<file path="src/shared/bsse_pkg.sv">
// Shared types and constants for the branch, skip and shift execution block.
package bsse_pkg;

  // Instruction classes handled by this block.
  typedef enum logic [5:0] {
    compare_with_carry_op, compare_immediate_op,
    skip_reg_bit_clear_op, skip_reg_bit_set_op, skip_io_bit_clear_op, skip_io_bit_set_op,
    branch_flag_set_op, branch_flag_clear_op, branch_equal_op, branch_not_equal_op,
    branch_carry_set_op, branch_carry_clear_op, branch_same_higher_op, branch_lower_op,
    branch_negative_op, branch_positive_op, branch_signed_ge_op, branch_signed_less_op,
    branch_halfcarry_set_op, branch_halfcarry_clear_op, branch_copy_set_op, branch_copy_clear_op,
    branch_overflow_set_op, branch_overflow_clear_op, branch_irq_enabled_op, branch_irq_disabled_op,
    io_bit_set_op, io_bit_clear_op, shift_left_logical_op, shift_right_logical_op,
    rotate_left_carry_op, rotate_right_carry_op, shift_right_arith_op, idle_op
  } bsse_op_type;

  // Bit positions in the status_register.
  localparam int FLAG_C = 0;
  localparam int FLAG_Z = 1;
  localparam int FLAG_N = 2;
  localparam int FLAG_V = 3;
  localparam int FLAG_S = 4;
  localparam int FLAG_H = 5;
  localparam int FLAG_T = 6;
  localparam int FLAG_I = 7;

  // Cycle counts and program counter steps.
  localparam logic [1:0] CYC_ONE = 2'h1;
  localparam logic [1:0] CYC_TWO = 2'h2;
  localparam logic [1:0] CYC_THREE = 2'h3;
  localparam int PC_STEP = 1;
  localparam int PC_SKIP_ONE = 2;
  localparam int PC_SKIP_TWO = 3;
  localparam int OFFSET_W = 7;

  typedef struct packed {
    bsse_op_type op;
    logic [7:0] rd_val;
    logic [7:0] rr_val;
    logic [7:0] imm;
    logic [2:0] bit_sel;
    logic [5:0] io_addr;
    logic signed [6:0] offset;
    logic next_two_word;
  } bsse_req_type;

  typedef struct packed {
    logic h;
    logic v;
    logic n;
    logic z;
    logic c;
  } bsse_flags_type;

  function automatic logic is_branch(bsse_op_type op);
    return op inside {[branch_flag_set_op:branch_irq_disabled_op]};
  endfunction

  function automatic logic is_skip(bsse_op_type op);
    return op inside {[skip_reg_bit_clear_op:skip_io_bit_set_op]};
  endfunction

endpackage

</file>
<file path="src/design/bsse_alu.sv">
// Compare and shift datapath with flag generation.
`timescale 1ns/1ns
module bsse_alu (
  // Operation and operands.
  input wire bsse_pkg::bsse_op_type op,
  input wire logic [7:0] a,
  input wire logic [7:0] b,
  input wire logic carry_in,
  // Result.
  output logic [7:0] result,
  output bsse_pkg::bsse_flags_type flags
);
  wire is_cmp = (op == bsse_pkg::compare_with_carry_op) || (op == bsse_pkg::compare_immediate_op);
  wire borrow_in = (op == bsse_pkg::compare_with_carry_op) && carry_in;
  wire [8:0] diff = {1'b0, a} - {1'b0, b} - {8'h00, borrow_in};
  wire [4:0] low_diff = {1'b0, a[3:0]} - {1'b0, b[3:0]} - {4'h0, borrow_in};
  wire cmp_v = (a[7] & ~b[7] & ~diff[7]) | (~a[7] & b[7] & diff[7]);

  logic [7:0] shifted;
  logic shift_c;

  always_comb begin
    shifted = a;
    shift_c = 1'b0;
    case (op)
      bsse_pkg::shift_left_logical_op: begin
        shifted = {a[6:0], 1'b0};
        shift_c = a[7];
      end
      bsse_pkg::shift_right_logical_op: begin
        shifted = {1'b0, a[7:1]};
        shift_c = a[0];
      end
      bsse_pkg::rotate_left_carry_op: begin
        shifted = {a[6:0], carry_in};
        shift_c = a[7];
      end
      bsse_pkg::rotate_right_carry_op: begin
        shifted = {carry_in, a[7:1]};
        shift_c = a[0];
      end
      bsse_pkg::shift_right_arith_op: begin
        shifted = {a[7], a[7:1]};
        shift_c = a[0];
      end
      default: begin
        shifted = a;
        shift_c = 1'b0;
      end
    endcase
  end

  assign result = is_cmp ? diff[7:0] : shifted;
  assign flags.c = is_cmp ? diff[8] : shift_c;
  assign flags.z = (result == 8'h00);
  assign flags.n = result[7];
  assign flags.v = is_cmp ? cmp_v : (result[7] ^ shift_c);
  assign flags.h = low_diff[4];
endmodule

</file>
<file path="src/design/bsse_cond.sv">
// Branch and skip condition evaluation.
`timescale 1ns/1ns
module bsse_cond (
  // Operation and the values it tests.
  input wire bsse_pkg::bsse_op_type op,
  input wire logic [7:0] status,
  input wire logic [2:0] flag_sel,
  input wire logic tested_bit,
  // Condition met.
  output logic hit
);
  wire c = status[bsse_pkg::FLAG_C];
  wire z = status[bsse_pkg::FLAG_Z];
  wire n = status[bsse_pkg::FLAG_N];
  wire v = status[bsse_pkg::FLAG_V];

  always_comb begin
    case (op)
      bsse_pkg::skip_reg_bit_clear_op, bsse_pkg::skip_io_bit_clear_op: hit = ~tested_bit;
      bsse_pkg::skip_reg_bit_set_op, bsse_pkg::skip_io_bit_set_op: hit = tested_bit;
      bsse_pkg::branch_flag_set_op: hit = status[flag_sel];
      bsse_pkg::branch_flag_clear_op: hit = ~status[flag_sel];
      bsse_pkg::branch_equal_op: hit = z;
      bsse_pkg::branch_not_equal_op: hit = ~z;
      bsse_pkg::branch_carry_set_op, bsse_pkg::branch_lower_op: hit = c;
      bsse_pkg::branch_carry_clear_op, bsse_pkg::branch_same_higher_op: hit = ~c;
      bsse_pkg::branch_negative_op: hit = n;
      bsse_pkg::branch_positive_op: hit = ~n;
      bsse_pkg::branch_signed_ge_op: hit = ~(n ^ v);
      bsse_pkg::branch_signed_less_op: hit = n ^ v;
      bsse_pkg::branch_halfcarry_set_op: hit = status[bsse_pkg::FLAG_H];
      bsse_pkg::branch_halfcarry_clear_op: hit = ~status[bsse_pkg::FLAG_H];
      bsse_pkg::branch_copy_set_op: hit = status[bsse_pkg::FLAG_T];
      bsse_pkg::branch_copy_clear_op: hit = ~status[bsse_pkg::FLAG_T];
      bsse_pkg::branch_overflow_set_op: hit = v;
      bsse_pkg::branch_overflow_clear_op: hit = ~v;
      bsse_pkg::branch_irq_enabled_op: hit = status[bsse_pkg::FLAG_I];
      bsse_pkg::branch_irq_disabled_op: hit = ~status[bsse_pkg::FLAG_I];
      default: hit = 1'b0;
    endcase
  end
endmodule

</file>
<file path="src/design/bsse_exec.sv">
// Execution unit for compares, skips, flag branches, I/O bit writes and shifts.
`timescale 1ns/1ns
module bsse_exec #(
  parameter int PC_W = 16
) (
  // Clock and reset.
  input wire logic sys_clk,
  input wire logic rst_n,
  // Instruction request.
  input wire logic req_valid,
  input wire bsse_pkg::bsse_req_type req,
  input wire logic [PC_W-1:0] pc_in,
  input wire logic [7:0] status_in,
  output logic req_ready,
  // I/O space read port.
  output logic [5:0] io_rd_addr,
  input wire logic [7:0] io_rd_data,
  // Completion and write-back.
  output logic done,
  output logic pc_load,
  output logic [PC_W-1:0] pc_next,
  output logic reg_wr,
  output logic [7:0] reg_wr_data,
  output logic status_wr,
  output logic [7:0] status_wr_data,
  output logic io_wr,
  output logic [5:0] io_wr_addr,
  output logic [7:0] io_wr_data
);
  typedef enum logic {st_idle, st_busy} bsse_state_type;

  bsse_state_type state;
  logic [1:0] cnt;
  logic reg_pend;
  logic status_pend;
  logic io_pend;
  bsse_pkg::bsse_op_type cur_op;

  // Request decode.
  wire accept = req_valid && req_ready;
  bsse_pkg::bsse_op_type op;
  assign op = req.op;
  wire is_branch = bsse_pkg::is_branch(op);
  wire is_skip = bsse_pkg::is_skip(op);
  wire is_io_skip = (op == bsse_pkg::skip_io_bit_clear_op) || (op == bsse_pkg::skip_io_bit_set_op);
  wire is_cmp = (op == bsse_pkg::compare_with_carry_op) || (op == bsse_pkg::compare_immediate_op);
  wire is_shift = op inside {[bsse_pkg::shift_left_logical_op:bsse_pkg::shift_right_arith_op]};
  wire is_io_bit = (op == bsse_pkg::io_bit_set_op) || (op == bsse_pkg::io_bit_clear_op);

  assign req_ready = (state == st_idle);
  assign io_rd_addr = req.io_addr;

  // The tested bit comes from the working register or from the addressed I/O register.
  wire tested_bit = is_io_skip ? io_rd_data[req.bit_sel] : req.rd_val[req.bit_sel];

  logic hit;
  bsse_cond u_cond (
    .op(op),
    .status(status_in),
    .flag_sel(req.bit_sel),
    .tested_bit(tested_bit),
    .hit(hit)
  );

  // Compares take the second register or the immediate; shifts use only the first operand.
  wire [7:0] alu_b = (op == bsse_pkg::compare_immediate_op) ? req.imm : req.rr_val;
  logic [7:0] alu_result;
  bsse_pkg::bsse_flags_type alu_flags;
  bsse_alu u_alu (
    .op(op),
    .a(req.rd_val),
    .b(alu_b),
    .carry_in(status_in[bsse_pkg::FLAG_C]),
    .result(alu_result),
    .flags(alu_flags)
  );

  // Merged status value: compares also touch half-carry, shifts do not.
  logic [7:0] next_status;
  always_comb begin
    next_status = status_in;
    next_status[bsse_pkg::FLAG_C] = alu_flags.c;
    next_status[bsse_pkg::FLAG_Z] = alu_flags.z;
    next_status[bsse_pkg::FLAG_N] = alu_flags.n;
    next_status[bsse_pkg::FLAG_V] = alu_flags.v;
    if (is_cmp) begin
      next_status[bsse_pkg::FLAG_H] = alu_flags.h;
    end
  end

  // Program counter targets; the offset is sign extended.
  wire [PC_W-1:0] offset_ext = {{(PC_W-bsse_pkg::OFFSET_W){req.offset[6]}}, req.offset};
  wire [PC_W-1:0] pc_seq = PC_W'(pc_in + bsse_pkg::PC_STEP);
  wire [PC_W-1:0] pc_branch = PC_W'(pc_in + offset_ext + bsse_pkg::PC_STEP);
  wire [PC_W-1:0] pc_skip = req.next_two_word ? PC_W'(pc_in + bsse_pkg::PC_SKIP_TWO)
                                              : PC_W'(pc_in + bsse_pkg::PC_SKIP_ONE);
  logic [PC_W-1:0] next_pc;
  always_comb begin
    if (is_branch && hit) begin
      next_pc = pc_branch;
    end else if (is_skip && hit) begin
      next_pc = pc_skip;
    end else begin
      next_pc = pc_seq;
    end
  end

  // Cycle count of the accepted instruction.
  logic [1:0] next_cycles;
  always_comb begin
    if (is_io_bit) begin
      next_cycles = bsse_pkg::CYC_TWO;
    end else if (is_branch && hit) begin
      next_cycles = bsse_pkg::CYC_TWO;
    end else if (is_skip && hit) begin
      next_cycles = req.next_two_word ? bsse_pkg::CYC_THREE : bsse_pkg::CYC_TWO;
    end else begin
      next_cycles = bsse_pkg::CYC_ONE;
    end
  end

  // I/O read-modify-write value for the single-bit writes.
  logic [7:0] next_io;
  always_comb begin
    next_io = io_rd_data;
    next_io[req.bit_sel] = (op == bsse_pkg::io_bit_set_op);
  end

  // Sequencer: results are captured at acceptance and released with done.
  always_ff @(posedge sys_clk or negedge rst_n) begin
    if (!rst_n) begin
      state <= st_idle;
      cnt <= 2'h0;
      done <= 1'b0;
    end else if (accept) begin
      done <= (next_cycles == bsse_pkg::CYC_ONE);
      cnt <= next_cycles - bsse_pkg::CYC_ONE;
      state <= (next_cycles == bsse_pkg::CYC_ONE) ? st_idle : st_busy;
    end else if (state == st_busy) begin
      done <= (cnt == bsse_pkg::CYC_ONE);
      cnt <= cnt - bsse_pkg::CYC_ONE;
      state <= (cnt == bsse_pkg::CYC_ONE) ? st_idle : st_busy;
    end else begin
      done <= 1'b0;
    end
  end

  always_ff @(posedge sys_clk or negedge rst_n) begin
    if (!rst_n) begin
      reg_pend <= 1'b0;
      status_pend <= 1'b0;
      io_pend <= 1'b0;
      cur_op <= bsse_pkg::idle_op;
    end else if (accept) begin
      reg_pend <= is_shift;
      status_pend <= is_cmp || is_shift;
      io_pend <= is_io_bit;
      cur_op <= op;
    end
  end

  always_ff @(posedge sys_clk or negedge rst_n) begin
    if (!rst_n) begin
      pc_next <= '0;
      reg_wr_data <= 8'h00;
      status_wr_data <= 8'h00;
      io_wr_addr <= 6'h00;
      io_wr_data <= 8'h00;
    end else if (accept) begin
      pc_next <= next_pc;
      reg_wr_data <= alu_result;
      status_wr_data <= next_status;
      io_wr_addr <= req.io_addr;
      io_wr_data <= next_io;
    end
  end

  assign pc_load = done;
  assign reg_wr = done && reg_pend;
  assign status_wr = done && status_pend;
  assign io_wr = done && io_pend;
endmodule

</file>
<file path="config.mk">
export PLATFORM = sky130hd
export DESIGN_NAME = bsse_exec
export DESIGN_NICKNAME = d
export VERILOG_FILES = /design/src/shared/bsse_pkg.sv /design/src/design/bsse_alu.sv /design/src/design/bsse_cond.sv /design/src/design/bsse_exec.sv
export SDC_FILE = /design/constraint.sdc
export NUM_CORES = 1
export LEC_CHECK = 0
export ABC_AREA = 1
export BUFFER_PORTS_ARGS = -buffer_cell sky130_fd_sc_hd__clkbuf_2
export CAP_MARGIN = 0
export CORE_ASPECT_RATIO = 1.75
export CORE_MARGIN = 2
export CORE_UTILIZATION = 50
export CTS_CLUSTER_DIAMETER = 200
export CTS_CLUSTER_SIZE = 12
export DETAILED_ROUTE_END_ITERATION = 10
export PLACE_DENSITY = 0.75
export SYNTH_ARGS = -nofsm -noshare
export SYNTH_HDL_FRONTEND = slang
export SYNTH_HIERARCHICAL = 1
export SYNTH_SLANG_ARGS = --single-unit
</file>
<file path="constraint.sdc">
create_clock -name sys_clk -period 1.6 [get_ports sys_clk]
set_input_delay 0.32 -clock sys_clk [delete_from_list [all_inputs] [get_ports sys_clk]]
set_output_delay 0.32 -clock sys_clk [all_outputs]
set_load 0.05 [all_outputs]
</file>
Word-level counts from Yosys, hierarchy flattened
Index checks and enable logic that the tools add are counted.
{"block": "totals", "wordCells": 142, "in_bits": 82, "n_memories": 0, "output_inout_bits": 58, "register_bits": 53, "latchBits": 0, "rom_bits": 0, "ram_bits": 0}
{"block": "classes", "reduce_logical": 24, "shift": 0, "bitwise": 21, "muxes": 33, "eq_ne": 34, "multipliers": 0, "div_mod_pow": 0, "order_cmp": 8, "add_sub_neg": 11}
{"operator": "equality test 6 x 5 -> 1 bit, second input constant", "n": 16}
{"operator": "equality test 6 x 4 -> 1 bit, second input constant", "n": 8}
{"operator": "two-way mux 16 bit", "n": 3}
{"operator": "case mux 8 bit (5 select lines)", "n": 1}
{"operator": "adder 16 x 1 -> 16 bit, second input constant", "n": 2}
{"operator": "adder 16 x 2 -> 16 bit, second input constant", "n": 2}
{"operator": "equality test 6 x 3 -> 1 bit, second input constant", "n": 4}
{"operator": "case mux 1 bit (20 select lines)", "n": 1}
{"operator": "adder 16 bit", "n": 1}
{"operator": "two-way mux 8 bit", "n": 2}
{"operator": "two-way mux 1 bit", "n": 15}
{"operator": "NOT 1 bit", "n": 14}
{"operator": "equality test 6 x 2 -> 1 bit, second input constant", "n": 2}
{"operator": "logical AND 1 bit", "n": 11}
{"operator": "two-way mux 2 bit", "n": 5}
{"operator": "OR reduction 2 bit", "n": 5}
{"operator": "binary-select mux 1 bit (select 3 bit)", "n": 3}
{"operator": "subtractor 8 x 8 -> 9 bit", "n": 1}
{"operator": "subtractor 9 x 1 -> 9 bit", "n": 1}
{"operator": "bitwise mux 8 bit", "n": 1}
{"operator": "zero test 8 bit", "n": 1}
{"operator": "equality test 6 x 1 -> 1 bit, second input constant", "n": 1}
{"operator": "equality test 6 bit, second input constant", "n": 1}
{"operator": "greater-or-equal comparator 6 x 2 -> 1 bit, second input constant", "n": 1}
{"operator": "20 further kinds", "n": 29}

Depth between registers and ports, before layout
{"block": "depth", "ltp_word": 12, "depth_mapped": 24, "mapped_depth_nobuf": 24}

Modules after synthesis
The synthesis kept the hierarchy.
{"mod": "bsse_exec", "cells_per_inst": 658, "n_inst": 1, "seq_area_each_um2": 1326.3, "area_per_inst_um2": 4315.4}
{"mod": "bsse_alu", "cells_per_inst": 185, "n_inst": 1, "seq_area_each_um2": 0.0, "area_per_inst_um2": 1003.5}
{"mod": "bsse_cond", "cells_per_inst": 103, "n_inst": 1, "seq_area_each_um2": 0.0, "area_per_inst_um2": 464.2}

Worst setup path before layout
No wires, ideal clock.
{"block": "synth_timing", "path_kind": "input to register", "startpoint": "input req[44] (netlist name)", "endpoint": "register status_wr_data[1]", "setup_slack_ns": -1.401, "setup_ns": 0.066, "arrival_time_ns": 2.935, "stages": 21, "path_buffers": 0, "required_time_ns": 1.534, "path_cell_list": "inv_2 nand2_1 nor2_1 inv_1 nor2_1 nand2_1 mux2_2 inv_1 fa_1 fa_1 o21ai_0 nand2_1 xnor2_1 nand2_1 nand2_1 nand2_1 nor2_1 nand3_1 nor2_1 nand2_1 nand2_1"}
{"element": "start, declared", "line": "bsse_exec.sv:11", "text": "input wire bsse_pkg::bsse_req_type req,"}
{"element": "end signal, assigned", "line": "bsse_exec.sv:172", "text": "status_wr_data <= next_status;"}
{"element": "end, declared", "line": "bsse_exec.sv:25", "text": "output logic [7:0] status_wr_data,"}

==> run metrics <==
initial antenna violation count 0; CTS Sinks 53; Die H 146 µm; post-detailed-route count of antenna-violating nets 0; n_diodes 0; Area Growth Syn to Fin 58.4%; register area share after synthesis 22.9%; crit path DAT 2940 ps; switching share of total power 53.9%; Mapped Cells 946; Yosys reg bits 53; vias in the first global route 7497; Worst Max-Slew Pin Slew 353 ps; clock share of power 12.7%; Synthesis Warnings 6; RSZ-0062 raised after global routing true; clock-pin slew on the worst setup and hold paths 80 ps; Slew Limit Fails 0; Max Cap Viol 0; NetSw 4.87 mW; Post-synth EDFFs 0; failing checks hold timing, setup timing; core area 11500 µm²; DR vias/cell 5.50; detailed-route via count 7699; Int Pwr 4.17 mW; Fill cells 794; adder-cell area share of the yosys netlist 9.04%; Pwr Total 9.04 mW; Hold WC Path Type in -> async; total track usage 34.8%; Synth Flop Type dfrtp_1; hold_ws -3.49 ps; Setup WS pre-CTS -1490 ps; Crit path required time 1790 ps; clock tree buffer depth 2; Async SR Flop Fraction 100%; Starting Density 50.5%; grt total ovfl 0; Row Count 52; Syn Nets 1068; Die ar. 12500 µm²; Flop pwr share 24.8%; final WL 23900 µm; pwr dens 987 nW/µm²; XOR/XNOR Fraction of Synth Area 2.42%; IO Port Bufs 139; fin worst setup slack -1150 ps; global placement routability congestion 0.940; Final period util 172%; DRC violations left 0; first-pass GRT wire length 34600 µm; crit path launch type input pin; largest family of logic cells by synthesized area simple AND/OR/NAND/NOR gates; Peak Freq 364 MHz; Leakage 5.03 nW; commonest non-fill, non-tap cell in the layout nand2_1; fin nets 1386; CTS root buf clkbuf_16; simple logic cell fraction of the synthesized area 41.8%; placed wire-length estimate 17000 µm; Peak supply drop 0.939 mV; Setup CP Type in -> reg; largest net degree at the start of global routing 54; final hold violations 2; proportion of synthesized area in mux cells 1.75%; maximum level of the CTS H-tree 2; Final min period 2750 ps; Slew headroom 76.4%; routed wire length per instance 17.1 µm; Post-Syn Area 5780 µm²; total CTS buffers 5; drt first pass iters 5; skew final 10.5 ps; Avg Cell Area, Syn 6.11 µm²; I/O Pins 140; most frequent cells in the layout nand2_1 (290), buf_4 (164), clkbuf_2 (134); Worst Setup End Kind flop; CTS tree built; Compound-Gate Fraction of Synth Area 10.1%; Initial DRC Count 458; final setup vio count 33; Netlist cell types 45; worst-path maximum fanout 7; power share of the combinational group 62.5%; Worst-Skew Late Latency 310 ps; share of cells above drive strength 1 41.9%; Die X 85.3 µm; status finished, violations left
-- power by group through the flow --
stage / clock network (mW) / registers [mW] / logic, mW
after floorplan: 0 / 3.85 / 1.82
after global placement: 0 / 2.22 / 5.04
after detailed placement: 0 / 2.24 / 5.10
final: 1.14 / 2.24 / 5.65
after global routing: 1.21 / 2.30 / 5.98
after CTS: 1.15 / 2.23 / 5.33
-- area by class of cell --
cell class	instances	area (µm²)	share of cell area, %
Clock buffer	5	125	1.37
Multi-Input combinational cell	726	4510	49.3
Timing Repair Buffer	334	2390	26.1
Inverter	144	606	6.61
Clock inverter	3	26.3	0.287
Sequential cell	53	1330	14.5
Tap cell	135	169	1.84
-- worst max-delay path, cell delays in order --
cell,delay (ps)
clkbuf_16,140
inv_12,50
nand2_4,50
nor2_4,70
inv_2,60
nor2_4,120
nand2_2,80
buf_6,150
buf_4,130
mux2_2,290
ha_1,310
inv_1,70
ha_1,360
buf_4,170
inv_1,70
nand3_2,110
a21oi_1,200
o21ai_1,70
nand2_1,70
nand2_1,50
-- metrics by stage --
stage / instances / util [%] / hold slack [ps] / area, µm² / TNS (ps)
after floorplan: 946 / - / 24.4 / 6040 / -23480
after global placement: 1367 / 70.2 / 339 / 8040 / -39760
after detailed placement: 1367 / 70.2 / 347 / 8040 / -41050
after CTS: 1391 / 75.9 / 16.9 / 8700 / -26370
after global routing: 1400 / 80.0 / 19.1 / 9160 / -30170
final: 1400 / 80.0 / -3.49 / 9160 / -27470
-- sequential cells by signal (all words and copies together) (netlist names) --
signal          flops
cnt                 2
done                1
io_pend             1
io_wr_addr          6
io_wr_data          8
pc_next            16
reg_pend            1
reg_wr_data         8
state               1
status_pend         1
status_wr_data      8
-- routing by layer --
metal | track usage (%) | part of all wire, %
met2 | 68.8 | 55
met5 | 0 | 0
met4 | 23.9 | 11
met1 | 32.2 | 31
met3 | 2.43 | 4.4
-- repair_timing --
action / 4_1_cts / 5_1_grt
cloned: 0 / 1
gates resized for setup: 88 / 99
hold buffers: 0 / 0
endpoints found under the setup margin: 33 / 33
buffers inserted: 17 / 14
pin swaps: 55 / 61
-- cells in the mapped netlist (3+ instances only) --
library cell	number	share of area (%)
nand3b_1	5	0.65
dfrtp_1	53	23
nand2_2	5	0.54
xor2_1	9	1.4
a21oi_1	41	3.5
nand2_4	5	0.97
xnor2_1	7	1.1
o21ai_0	21	1.8
o22ai_1	4	0.43
buf_6	3	0.58
o21bai_1	7	0.91
nor3_1	9	0.78
mux2_2	9	1.8
buf_2	5	0.43
fa_1	3	1.0
buf_4	8	1.0
ha_1	37	8.0
o21ai_1	12	1.0
nand2_1	326	21
nand4_1	14	1.5
a31oi_1	4	0.43
clkbuf_1	7	0.45
inv_1	130	8.4
nand3_1	98	8.5
nand3_2	3	0.52
inv_2	11	0.71
nor2_1	76	4.9
nor2_2	11	1.2
-- final timing paths --
path	startpoint	to	slack (ps)	cells past startpoint
worst max-delay path	req[45]	status_wr_data[3]	-1150	20
worst min-delay path	rst_n	io_wr_addr[1]	-3	2
worst max register to register	state	pc_next[3]	150	7
worst min register to register	io_wr_addr[3]	io_wr_addr[3]	490	2
max in group asynchronous	rst_n	pc_next[8]	1330	2
min in group sys_clk	req[9]	io_wr_addr[1]	220	3
-- cells by family after synthesis --
logic type	after synthesis
AO/OA/AOI/OAI	102
XOR/XNOR	16
adder cells (fa/ha/maj)	40
buffers and inverters	167
flip-flops	53
multiplexers	9
AND/OR/NAND/NOR	559
Note: power is estimated with default switching activity, not from simulation.
